**src/shared/asoc_pkg.sv**
```systemverilog
// Package: register map, field layout, reset values and pipeline figures
package asoc_pkg;

  // ==========================================================================
  // Data path
  localparam int DATA_W     = 12;
  localparam int LATENCY    = 5;
  localparam int FILL_W     = 3;
  localparam int AXI_ADDR_W = 8;
  localparam int AXI_DATA_W = 32;

  // ==========================================================================
  // Register offsets (byte addresses)
  localparam logic [7:0] OFS_CTRL     = 8'h00;
  localparam logic [7:0] OFS_STATUS   = 8'h04;
  localparam logic [7:0] OFS_INT_STAT = 8'h08;
  localparam logic [7:0] OFS_INT_MASK = 8'h0c;
  localparam logic [7:0] OFS_RESULT   = 8'h10;

  // ==========================================================================
  // Field positions
  localparam int CTRL_STANDBY_BIT = 0;
  localparam int STAT_MODE_LSB    = 0;
  localparam int STAT_EXT_REF_BIT = 2;
  localparam int STAT_OE_BIT      = 3;
  localparam int STAT_READY_BIT   = 4;
  localparam int STAT_PD_BIT      = 5;
  localparam int STAT_HALF_BIT    = 6;
  localparam int INT_RANGE_BIT    = 0;
  localparam int INT_MODE_BIT     = 1;
  localparam int INT_BAD_BIT      = 2;
  localparam int INT_W            = 3;
  localparam int RESULT_RANGE_BIT = 12;

  // ==========================================================================
  // Mode pin codes {mode_select_high, mode_select_low}
  localparam logic [1:0] MODE_DOWN = 2'h0;
  localparam logic [1:0] MODE_X1   = 2'h1;
  localparam logic [1:0] MODE_HALF = 2'h2;
  localparam logic [1:0] MODE_BAD  = 2'h3;

  // ==========================================================================
  // Reset values and codes
  localparam logic             CTRL_STANDBY_RST = 1'h0;
  localparam logic [INT_W-1:0] INT_MASK_RST     = 3'h0;
  localparam logic [11:0]      CODE_FULL        = 12'hfff;
  localparam logic [11:0]      CODE_ZERO        = 12'h000;
  localparam logic [1:0]       RESP_OKAY        = 2'h0;
  localparam logic [1:0]       RESP_SLVERR      = 2'h2;

endpackage

```
**src/hw/asoc_delay.sv**
```systemverilog
// Fixed-length delay line carrying result words toward the output pins
module asoc_delay
  import asoc_pkg::*;
#(
  parameter int WIDTH = DATA_W + 1,
  parameter int DEPTH = LATENCY - 1
) (
  input  wire logic             aclk,
  input  wire logic             aresetn,
  input  wire logic [WIDTH-1:0] din,
  output logic      [WIDTH-1:0] dout
);

  // ==========================================================================
  // Stage storage
  logic [WIDTH-1:0] stage_ff     [DEPTH];
  logic [WIDTH-1:0] nxt_stage    [DEPTH];

  // Shift one stage per edge
  always_comb begin
    nxt_stage[0] = din;
    for (int i = 1; i < DEPTH; i++) begin
      nxt_stage[i] = stage_ff[i-1];
    end
  end

  // Register the stages
  always_ff @(posedge aclk) begin
    for (int i = 0; i < DEPTH; i++) begin
      if (!aresetn) begin
        stage_ff[i] <= '0;
      end else begin
        stage_ff[i] <= nxt_stage[i];
      end
    end
  end

  assign dout = stage_ff[DEPTH-1];

endmodule // asoc_delay

```
**src/hw/asoc_top.sv**
```systemverilog
// Converter output control: sampling, result pipeline, pins, AXI4-Lite regs
// What this block does
// - Result appears after fifth following rising edge
// - Both mode pins low means power-down
// - Mode 01 gain one, 10 gain half
// - Output enable deasserted releases the data pins
// - Results are unsigned straight binary, clamped
// - Over-range flag travels with its own result
// - Reference select low internal, high external
// - Output enable acts independent of sample timing
//
// Design decisions made here: the placing of the registers and the AXI4-Lite register port.
module asoc_top
  import asoc_pkg::*;
(
  input  wire logic                  aclk,
  input  wire logic                  aresetn,
  input  wire logic [AXI_ADDR_W-1:0] awaddr,
  input  wire logic                  awvalid,
  output logic                       awready,
  input  wire logic [AXI_DATA_W-1:0] wdata,
  input  wire logic [3:0]            wstrb,
  input  wire logic                  wvalid,
  output logic                       wready,
  output logic      [1:0]            bresp,
  output logic                       bvalid,
  input  wire logic                  bready,
  input  wire logic [AXI_ADDR_W-1:0] araddr,
  input  wire logic                  arvalid,
  output logic                       arready,
  output logic      [AXI_DATA_W-1:0] rdata,
  output logic      [1:0]            rresp,
  output logic                       rvalid,
  input  wire logic                  rready,
  input  wire logic [DATA_W-1:0]     core_sample,
  input  wire logic                  core_above,
  input  wire logic                  core_below,
  input  wire logic                  mode_select_low,
  input  wire logic                  mode_select_high,
  input  wire logic                  reference_source_select,
  input  wire logic                  output_enable_n,
  output logic      [DATA_W-1:0]     data_out,
  output logic                       data_oe,
  output logic                       over_range_pin,
  output logic                       power_down,
  output logic                       gain_half,
  output logic                       use_external_ref,
  output logic                       irq
);

  // ==========================================================================
  // Functions
  // Clamp out-of-span results to the code ends
  function automatic logic [DATA_W-1:0] encode(input logic [DATA_W-1:0] s,
                                               input logic hi, input logic lo);
    if (hi) begin
      encode = CODE_FULL;
    end else if (lo) begin
      encode = CODE_ZERO;
    end else begin
      encode = s;
    end
  endfunction

  // Merge byte lane 0 of a write into a narrow field
  function automatic logic [INT_W-1:0] lane0(input logic [INT_W-1:0] old,
                                             input logic [AXI_DATA_W-1:0] d,
                                             input logic [3:0] be);
    lane0 = be[0] ? d[INT_W-1:0] : old;
  endfunction

  // ==========================================================================
  // Pin synchronisers {oe_n, ref, mode_hi, mode_lo}
  logic [3:0] pin_s1_ff;
  logic [3:0] pin_s2_ff;
  logic [3:0] nxt_pin_s1;

  always_comb begin
    nxt_pin_s1 = {output_enable_n, reference_source_select, mode_select_high,
                  mode_select_low};
  end

  always_ff @(posedge aclk) begin
    if (!aresetn) begin
      pin_s1_ff <= 4'h8;
      pin_s2_ff <= 4'h8;
    end else begin
      pin_s1_ff <= nxt_pin_s1;
      pin_s2_ff <= pin_s1_ff;
    end
  end

  // ==========================================================================
  // Mode, sampling and output stage
  logic [1:0]        mode_s;
  logic              standby_ff, nxt_standby;
  logic              pd_ff, nxt_pd;
  logic              half_ff, nxt_half;
  logic              ext_ff, nxt_ext;
  logic              oe_ff, nxt_oe;
  logic [DATA_W-1:0] samp_ff, nxt_samp;
  logic              samp_rng_ff, nxt_samp_rng;
  logic [DATA_W:0]   pipe_q;
  logic [DATA_W-1:0] dout_ff, nxt_dout;
  logic              rng_ff, nxt_rng;
  logic [1:0]        prev_mode_ff;
  logic [FILL_W-1:0] fill_ff, nxt_fill;
  logic              mode_evt, bad_evt;
  logic              wr_do;
  logic [7:0]        wr_addr_ff;
  logic [AXI_DATA_W-1:0] wr_data_ff;
  logic [3:0]        wr_strb_ff;

  assign mode_s   = pin_s2_ff[1:0];
  assign mode_evt = (mode_s != prev_mode_ff);
  assign bad_evt  = mode_evt && (mode_s == MODE_BAD);

  // Decode pins and software standby, capture and encode samples
  always_comb begin
    nxt_standby = standby_ff;
    if (wr_do && wr_addr_ff == OFS_CTRL && wr_strb_ff[0]) begin
      nxt_standby = wr_data_ff[CTRL_STANDBY_BIT];
    end
    // Unused pattern 11 is parked in power-down as well
    nxt_pd   = standby_ff || mode_s == MODE_DOWN || mode_s == MODE_BAD;
    nxt_half = (mode_s == MODE_HALF);
    nxt_ext  = pin_s2_ff[2];
    nxt_oe   = !pin_s2_ff[3];
    // Sample taken at this edge, zero while powered down
    nxt_samp     = pd_ff ? CODE_ZERO : encode(core_sample, core_above, core_below);
    nxt_samp_rng = !pd_ff && (core_above || core_below);
    nxt_dout     = pipe_q[DATA_W-1:0];
    nxt_rng      = pipe_q[DATA_W];
    // Refill counter, tells software when output words are trustworthy
    if (pd_ff || mode_evt) begin
      nxt_fill = '0;
    end else if (fill_ff != FILL_W'(LATENCY)) begin
      nxt_fill = fill_ff + FILL_W'(1);
    end else begin
      nxt_fill = fill_ff;
    end
  end

  always_ff @(posedge aclk) begin
    if (!aresetn) begin
      standby_ff   <= CTRL_STANDBY_RST;
      pd_ff        <= 1'b1;
      half_ff      <= 1'b0;
      ext_ff       <= 1'b0;
      oe_ff        <= 1'b0;
      samp_ff      <= CODE_ZERO;
      samp_rng_ff  <= 1'b0;
      dout_ff      <= CODE_ZERO;
      rng_ff       <= 1'b0;
      prev_mode_ff <= MODE_DOWN;
      fill_ff      <= '0;
    end else begin
      standby_ff   <= nxt_standby;
      pd_ff        <= nxt_pd;
      half_ff      <= nxt_half;
      ext_ff       <= nxt_ext;
      oe_ff        <= nxt_oe;
      samp_ff      <= nxt_samp;
      samp_rng_ff  <= nxt_samp_rng;
      dout_ff      <= nxt_dout;
      rng_ff       <= nxt_rng;
      prev_mode_ff <= mode_s;
      fill_ff      <= nxt_fill;
    end
  end

  // Word and flag share one delay line so they never part
  asoc_delay #(.WIDTH(DATA_W + 1), .DEPTH(LATENCY - 1)) u_delay (
    .aclk    (aclk),
    .aresetn (aresetn),
    .din     ({samp_rng_ff, samp_ff}),
    .dout    (pipe_q)
  );

  // ==========================================================================
  // Interrupt status and mask
  logic [INT_W-1:0] int_stat_ff, nxt_int_stat;
  logic [INT_W-1:0] int_mask_ff, nxt_int_mask;
  logic [INT_W-1:0] int_evt, int_clr;
  logic             irq_ff, nxt_irq;

  // Sticky set wins over a same-cycle write-one clear
  always_comb begin
    int_evt = '0;
    int_evt[INT_RANGE_BIT] = nxt_rng;
    int_evt[INT_MODE_BIT] = mode_evt;
    int_evt[INT_BAD_BIT]  = bad_evt;
    int_clr = '0;
    nxt_int_mask = int_mask_ff;
    if (wr_do && wr_addr_ff == OFS_INT_STAT) begin
      int_clr = lane0('0, wr_data_ff, wr_strb_ff);
    end
    if (wr_do && wr_addr_ff == OFS_INT_MASK) begin
      nxt_int_mask = lane0(int_mask_ff, wr_data_ff, wr_strb_ff);
    end
    nxt_int_stat = (int_stat_ff & ~int_clr) | int_evt;
    nxt_irq      = |(nxt_int_stat & nxt_int_mask);
  end

  always_ff @(posedge aclk) begin
    if (!aresetn) begin
      int_stat_ff <= '0;
      int_mask_ff <= INT_MASK_RST;
      irq_ff      <= 1'b0;
    end else begin
      int_stat_ff <= nxt_int_stat;
      int_mask_ff <= nxt_int_mask;
      irq_ff      <= nxt_irq;
    end
  end

  // ==========================================================================
  // AXI4-Lite write channel
  logic aw_hold_ff, nxt_aw_hold, w_hold_ff, nxt_w_hold;
  logic awready_ff, nxt_awready, wready_ff, nxt_wready;
  logic bvalid_ff, nxt_bvalid;
  logic [1:0] bresp_ff, nxt_bresp;
  logic [7:0] nxt_wr_addr;
  logic [AXI_DATA_W-1:0] nxt_wr_data;
  logic [3:0] nxt_wr_strb;

  assign wr_do = aw_hold_ff && w_hold_ff && !bvalid_ff;

  // Address and data taken in either order, answer once both are held
  always_comb begin
    nxt_aw_hold = aw_hold_ff || (awvalid && awready_ff);
    nxt_w_hold  = w_hold_ff || (wvalid && wready_ff);
    nxt_wr_addr = (awvalid && awready_ff) ? awaddr : wr_addr_ff;
    nxt_wr_data = (wvalid && wready_ff) ? wdata : wr_data_ff;
    nxt_wr_strb = (wvalid && wready_ff) ? wstrb : wr_strb_ff;
    nxt_bvalid  = bvalid_ff && !bready;
    nxt_bresp   = bresp_ff;
    if (wr_do) begin
      nxt_aw_hold = 1'b0;
      nxt_w_hold  = 1'b0;
      nxt_bvalid  = 1'b1;
      nxt_bresp   = (wr_addr_ff == OFS_CTRL || wr_addr_ff == OFS_INT_STAT ||
                     wr_addr_ff == OFS_INT_MASK) ? RESP_OKAY : RESP_SLVERR;
    end
    nxt_awready = !nxt_aw_hold && !nxt_bvalid;
    nxt_wready  = !nxt_w_hold && !nxt_bvalid;
  end

  always_ff @(posedge aclk) begin
    if (!aresetn) begin
      aw_hold_ff <= 1'b0;
      w_hold_ff  <= 1'b0;
      awready_ff <= 1'b0;
      wready_ff  <= 1'b0;
      bvalid_ff  <= 1'b0;
      bresp_ff   <= RESP_OKAY;
      wr_addr_ff <= '0;
      wr_data_ff <= '0;
      wr_strb_ff <= '0;
    end else begin
      aw_hold_ff <= nxt_aw_hold;
      w_hold_ff  <= nxt_w_hold;
      awready_ff <= nxt_awready;
      wready_ff  <= nxt_wready;
      bvalid_ff  <= nxt_bvalid;
      bresp_ff   <= nxt_bresp;
      wr_addr_ff <= nxt_wr_addr;
      wr_data_ff <= nxt_wr_data;
      wr_strb_ff <= nxt_wr_strb;
    end
  end

  // ==========================================================================
  // AXI4-Lite read channel
  logic                  arready_ff, nxt_arready, rvalid_ff, nxt_rvalid;
  logic [AXI_DATA_W-1:0] rdata_ff, nxt_rdata;
  logic [1:0]            rresp_ff, nxt_rresp;

  // Answer one cycle after the address is taken
  always_comb begin
    nxt_rvalid = rvalid_ff && !rready;
    nxt_rdata  = rdata_ff;
    nxt_rresp  = rresp_ff;
    if (arvalid && arready_ff) begin
      nxt_rvalid = 1'b1;
      nxt_rdata  = '0;
      nxt_rresp  = RESP_OKAY;
      case (araddr)
        OFS_CTRL: nxt_rdata[CTRL_STANDBY_BIT] = standby_ff;
        OFS_STATUS: begin
          nxt_rdata[STAT_MODE_LSB +: 2] = mode_s;
          nxt_rdata[STAT_EXT_REF_BIT]   = ext_ff;
          nxt_rdata[STAT_OE_BIT]        = oe_ff;
          nxt_rdata[STAT_READY_BIT]     = (fill_ff == FILL_W'(LATENCY));
          nxt_rdata[STAT_PD_BIT]        = pd_ff;
          nxt_rdata[STAT_HALF_BIT]      = half_ff;
        end
        OFS_INT_STAT: nxt_rdata[INT_W-1:0] = int_stat_ff;
        OFS_INT_MASK: nxt_rdata[INT_W-1:0] = int_mask_ff;
        OFS_RESULT:   nxt_rdata[RESULT_RANGE_BIT:0] = {rng_ff, dout_ff};
        default:      nxt_rresp = RESP_SLVERR;
      endcase
    end
    nxt_arready = !nxt_rvalid;
  end

  always_ff @(posedge aclk) begin
    if (!aresetn) begin
      arready_ff <= 1'b0;
      rvalid_ff  <= 1'b0;
      rdata_ff   <= '0;
      rresp_ff   <= RESP_OKAY;
    end else begin
      arready_ff <= nxt_arready;
      rvalid_ff  <= nxt_rvalid;
      rdata_ff   <= nxt_rdata;
      rresp_ff   <= nxt_rresp;
    end
  end

  // ==========================================================================
  // Outputs
  assign awready          = awready_ff;
  assign wready           = wready_ff;
  assign bvalid           = bvalid_ff;
  assign bresp            = bresp_ff;
  assign arready          = arready_ff;
  assign rvalid           = rvalid_ff;
  assign rdata            = rdata_ff;
  assign rresp            = rresp_ff;
  assign data_out         = dout_ff;
  assign data_oe          = oe_ff;
  assign over_range_pin   = rng_ff;
  assign power_down       = pd_ff;
  assign gain_half        = half_ff;
  assign use_external_ref = ext_ff;
  assign irq              = irq_ff;

  // ==========================================================================
  // Assertions
  logic [2:0] up_cnt_ff;

  // Cycles since reset, saturating, so history checks start clean
  always_ff @(posedge aclk) begin
    if (!aresetn) begin
      up_cnt_ff <= '0;
    end else if (up_cnt_ff != 3'h7) begin
      up_cnt_ff <= up_cnt_ff + 3'h1;
    end
  end
endmodule // asoc_top

```
**config.mk**
```make
export PLATFORM = sky130hd
export DESIGN_NAME = asoc_top
export DESIGN_NICKNAME = d
export VERILOG_FILES = /design/src/shared/asoc_pkg.sv /design/src/hw/asoc_delay.sv /design/src/hw/asoc_top.sv
export SDC_FILE = /design/constraint.sdc
export NUM_CORES = 1
export LEC_CHECK = 0
export BUFFER_PORTS_ARGS = -buffer_cell sky130_fd_sc_hd__buf_4
export CAP_MARGIN = 10
export CORE_UTILIZATION = 45
export DETAILED_ROUTE_END_ITERATION = 10
export GPL_ROUTABILITY_DRIVEN = 0
export PLACE_DENSITY = 0.78
export SLEW_MARGIN = 30
export SYNTH_ARGS = -nofsm -noshare
export SYNTH_HDL_FRONTEND = slang
export SYNTH_SLANG_ARGS = --single-unit
```
**constraint.sdc**
```tcl
create_clock -name aclk -period 1.8 [get_ports aclk]
set_input_delay 0.36 -clock aclk [delete_from_list [all_inputs] [get_ports aclk]]
set_output_delay 0.36 -clock aclk [all_outputs]
set_load 0.02 [all_outputs]
```
==> results.json <==
{
  "outcome": "finished, final reports clean",
  "r2r_cells": 5,
  "synth_area_leaders": "dfxtp_1 (59%), and2_1 (10%), buf_4 (3.4%)",
  "ant_nets": 0,
  "drt-vias-per-instance": 4.62,
  "critPathSlowestCell": "dfxtp_1",
  "power_frac_clock": 0.494,
  "cp_data_arrival_time_ns": 2.03,
  "cp-startpoint": "wr_addr_ff[1]",
  "cts_setup_buffers": 0,
  "post_cts_resized": 0,
  "ys_ff_latch": 137,
  "design.core.area_um2": 9910,
  "placed_cell_area_um2": 5320,
  "clkSinkCount": 137,
  "p_sw_w": 0.00156,
  "drive_gt1_frac": 0.221,
  "cap_violations": 0,
  "synth-simple-area-share": 0.233,
  "synth_compound_area_frac": 0.0934,
  "tns_ns": 0,
  "p_leak_nw": 2.54,
  "ys_types": 41,
  "syn_to_final_growth_pct": 27.2,
  "synth_xor_area_frac": 0.00753,
  "synth_top_family_by_area": "simple AND/OR/NAND/NOR gates",
  "die_y_um": 104,
  "diodes": 0,
  "pwr-share-seq": 0.455,
  "wl_per_cell_um": 11.9,
  "skew_ns": 0.0208,
  "final_max_slew_viol_count": 0,
  "cp_max_fo": 3,
  "pin_count": 136,
  "cts_buffers": 17,
  "finalCritPeriodShare": 0.899,
  "die_x_um": 104,
  "post-dp-hpwl_um": 5500,
  "grt.total_usage": 0.161,
  "path_cells": "nor4_4 > nand4_1 > mux2i_1 > o22ai_1 > o21a_1",
  "syn_area_um2": 4650,
  "ctsHoldBuffers": 0,
  "worstSetupEndpointType": "flip-flop",
  "r2r-end": "irq",
  "timing.fmax_mhz": 618,
  "ir_worst_vdd_uv": 677,
  "vias": 3172,
  "p_per_area_nw_per_um2": 1160,
  "postSynthCellCount": 456,
  "yosys.area_share.adder": 0.00538,
  "tritoncts": "built",
  "nets": 619,
  "cts_root_buf": "clkbuf_8",
  "clk_latency_ns": 0.52,
  "htreeDepth": 4,
  "crit_end": "irq",
  "port_buffers": 82,
  "syn_avg_cell_area_um2": 10.2,
  "rr_startpoint": "wr_addr_ff[1]",
  "grt_pass1_vias": 3024,
  "rsz0062_at_grt": "no",
  "num_rows": 36,
  "setup_viol": 0,
  "critPathKind": "flip-flop to flip-flop",
  "p_sw_frac": 0.226,
  "fin_crit_ns": 1.62,
  "grt_pass1_wl_um": 13700,
  "drc_errors": 0,
  "start_util": 0.469,
  "synth_area_leader_cell": "dfxtp_1",
  "first_pass_iters": 5,
  "drt-total-wl_um": 8170,
  "die_area_um2": 10700,
  "yosysWarnings": 0,
  "max_stage_delay_ns": 0.33,
  "grt.overflow.total": 0,
  "min_path_type": "input port to flip-flop",
  "synthMuxAreaShare": 0.0172,
  "drt_iter0_markers": 114,
  "critPathRequiredTime_ns": 2.21,
  "internal_power_w": 0.00533,
  "crit_path_start_kind": "flip-flop",
  "setup.reg_to_reg.worst_slack_ns": 0.18,
  "clkTransAtPathRegs_ns": 0.06,
  "hold_start": "output_enable_n",
  "final_area_um2": 5910,
  "grt_max_degree": 121,
  "p_comb_frac": 0.051,
  "antenna_found_initial": 0,
  "hold_violations": 0,
  "ys_seq_area_frac": 0.590,
  "synth_top_area_frac": 0.590,
  "cts_buffer_depth": 2
}
==> worst min path at each step <==
stage                     cells after the start           end  slack (ns)
after floorplan                               1       data_oe        0.37
after global placement                        1       data_oe        0.38
after detailed placement                      1       data_oe        0.39
after CTS                                     2  pin_s1_ff[2]        0.03
after global routing                          2  pin_s1_ff[2]        0.04
final                                         2  pin_s1_ff[3]        0.05
==> power groups by stage <==
| stage | clock network [W] | logic (W) | registers (W) |
|---|---|---|---|
| after floorplan | 0 | 0.000233 | 0.00320 |
| after CTS | 0.00347 | 0.000354 | 0.00313 |
| after detailed placement | 0 | 0.000351 | 0.00320 |
| after global routing | 0.00362 | 0.000388 | 0.00314 |
| final | 0.00340 | 0.000352 | 0.00313 |
| after global placement | 0 | 0.000340 | 0.00319 |
==> cells in the final DEF (no fill, tap or decap), types with 2 or more instances in the layout <==
master and n:
or3_1 3, o21a_1 2, nand2_1 33, nor2b_1 19, inv_1 3, inv_6 5
buf_4 85, a211oi_1 2, bufinv_16 2, conb_1 21, nand3b_1 2, a22oi_1 11
nor3b_1 2, clkinv_4 3, nor2_1 27, clkbuf_16 16, dfxtp_1 137, nor3_1 2
mux2i_1 8, nand4_1 2, a21boi_0 17, nor4_1 4, xor2_1 3, clkinvlp_4 2
and2b_1 2, clkbuf_8 3, a21oi_1 20, nand3_1 8, nand2b_1 5, o21ai_0 7
ha_1 2, o22ai_1 2, o32a_1 2, and3_1 3, and2_1 77
==> kinds of logic after synthesis <==
kind of cell	Yosys count
fa+ha+maj	2
compound gates	66
simple gates	194
buf+inv	44
xor+xnor	4
flops	137
mux	8
other cells	1
==> routing by layer <==
layer	share of wire	vias to the layer above	GRT usage
met2	0.50	88	0.268
met5	0	-	0
met4	0.0080	0	0.0694
met3	0.051	8	0.0680
li1	-	1635	-
met1	0.45	1441	0.180
==> critical path, delay by kind of cell (launching register included) <==
family,cells,cell delay [ns]
and+or+nand+nor,2,0.62
DFF,1,0.33
muxes,1,0.27
AOI/OAI and AO/OA,2,0.30
==> synthesized netlist by cell type, drive strengths merged <==
| library cell | number |
|---|---|
| o211ai | 1 |
| inv | 3 |
| dfxtp | 137 |
| o21ai | 7 |
| ha | 2 |
| and4b | 1 |
| a21boi | 17 |
| xor2 | 3 |
| nor3 | 3 |
| nand2b | 5 |
| a22oi | 11 |
| mux2i | 8 |
| o22ai | 2 |
| a21oi | 20 |
| nor2b | 19 |
| and2 | 77 |
| o21a | 2 |
| xnor2 | 1 |
| or3 | 3 |
| nand3 | 8 |
| nand4 | 2 |
| a211oi | 2 |
| nand2 | 33 |
| or2 | 1 |
| o32a | 2 |
| nor3b | 2 |
| clkbuf | 18 |
| nor2 | 27 |
| and2b | 3 |
| buf | 23 |
| and3 | 3 |
| conb | 1 |
| o211a | 1 |
| nor4 | 5 |
| a32oi | 1 |
| nand3b | 2 |
==> state kept, by name, indices dropped and copies added (netlist names), 4 cells and up <==
name / cells
rdata: 13
wr_addr_ff: 8
data_out: 12
pin_s2_ff: 4
pin_s1_ff: 4
samp_ff: 12
u_delay.stage_ff: 52
==> through the flow <==
stage / hold slack, ns / util / setup slack, ns / power (W) / std cells
after floorplan: 0.367 / - / 0.349 / 0.00344 / 476
after global placement: 0.379 / 0.536 / 0.185 / 0.00353 / 654
after detailed placement: 0.392 / 0.536 / 0.154 / 0.00355 / 654
after CTS: 0.0306 / 0.597 / 0.181 / 0.00696 / 686
after global routing: 0.0382 / 0.597 / 0.0814 / 0.00714 / 686
final: 0.0468 / 0.597 / 0.182 / 0.00689 / 686
==> area by class of cell <==
class                           instances  area, um^2
Clock inverter                         13         156
Multi-Input combinational cell        295        1740
Clock buffer                           19         442
Sequential cell                       137        2740
Fill cell                             815        4000
Inverter                                3        11.3
Tap cell                              133         166
Timing Repair Buffer                   86         658
No activity file was read; power rests on OpenSTA's default activity.
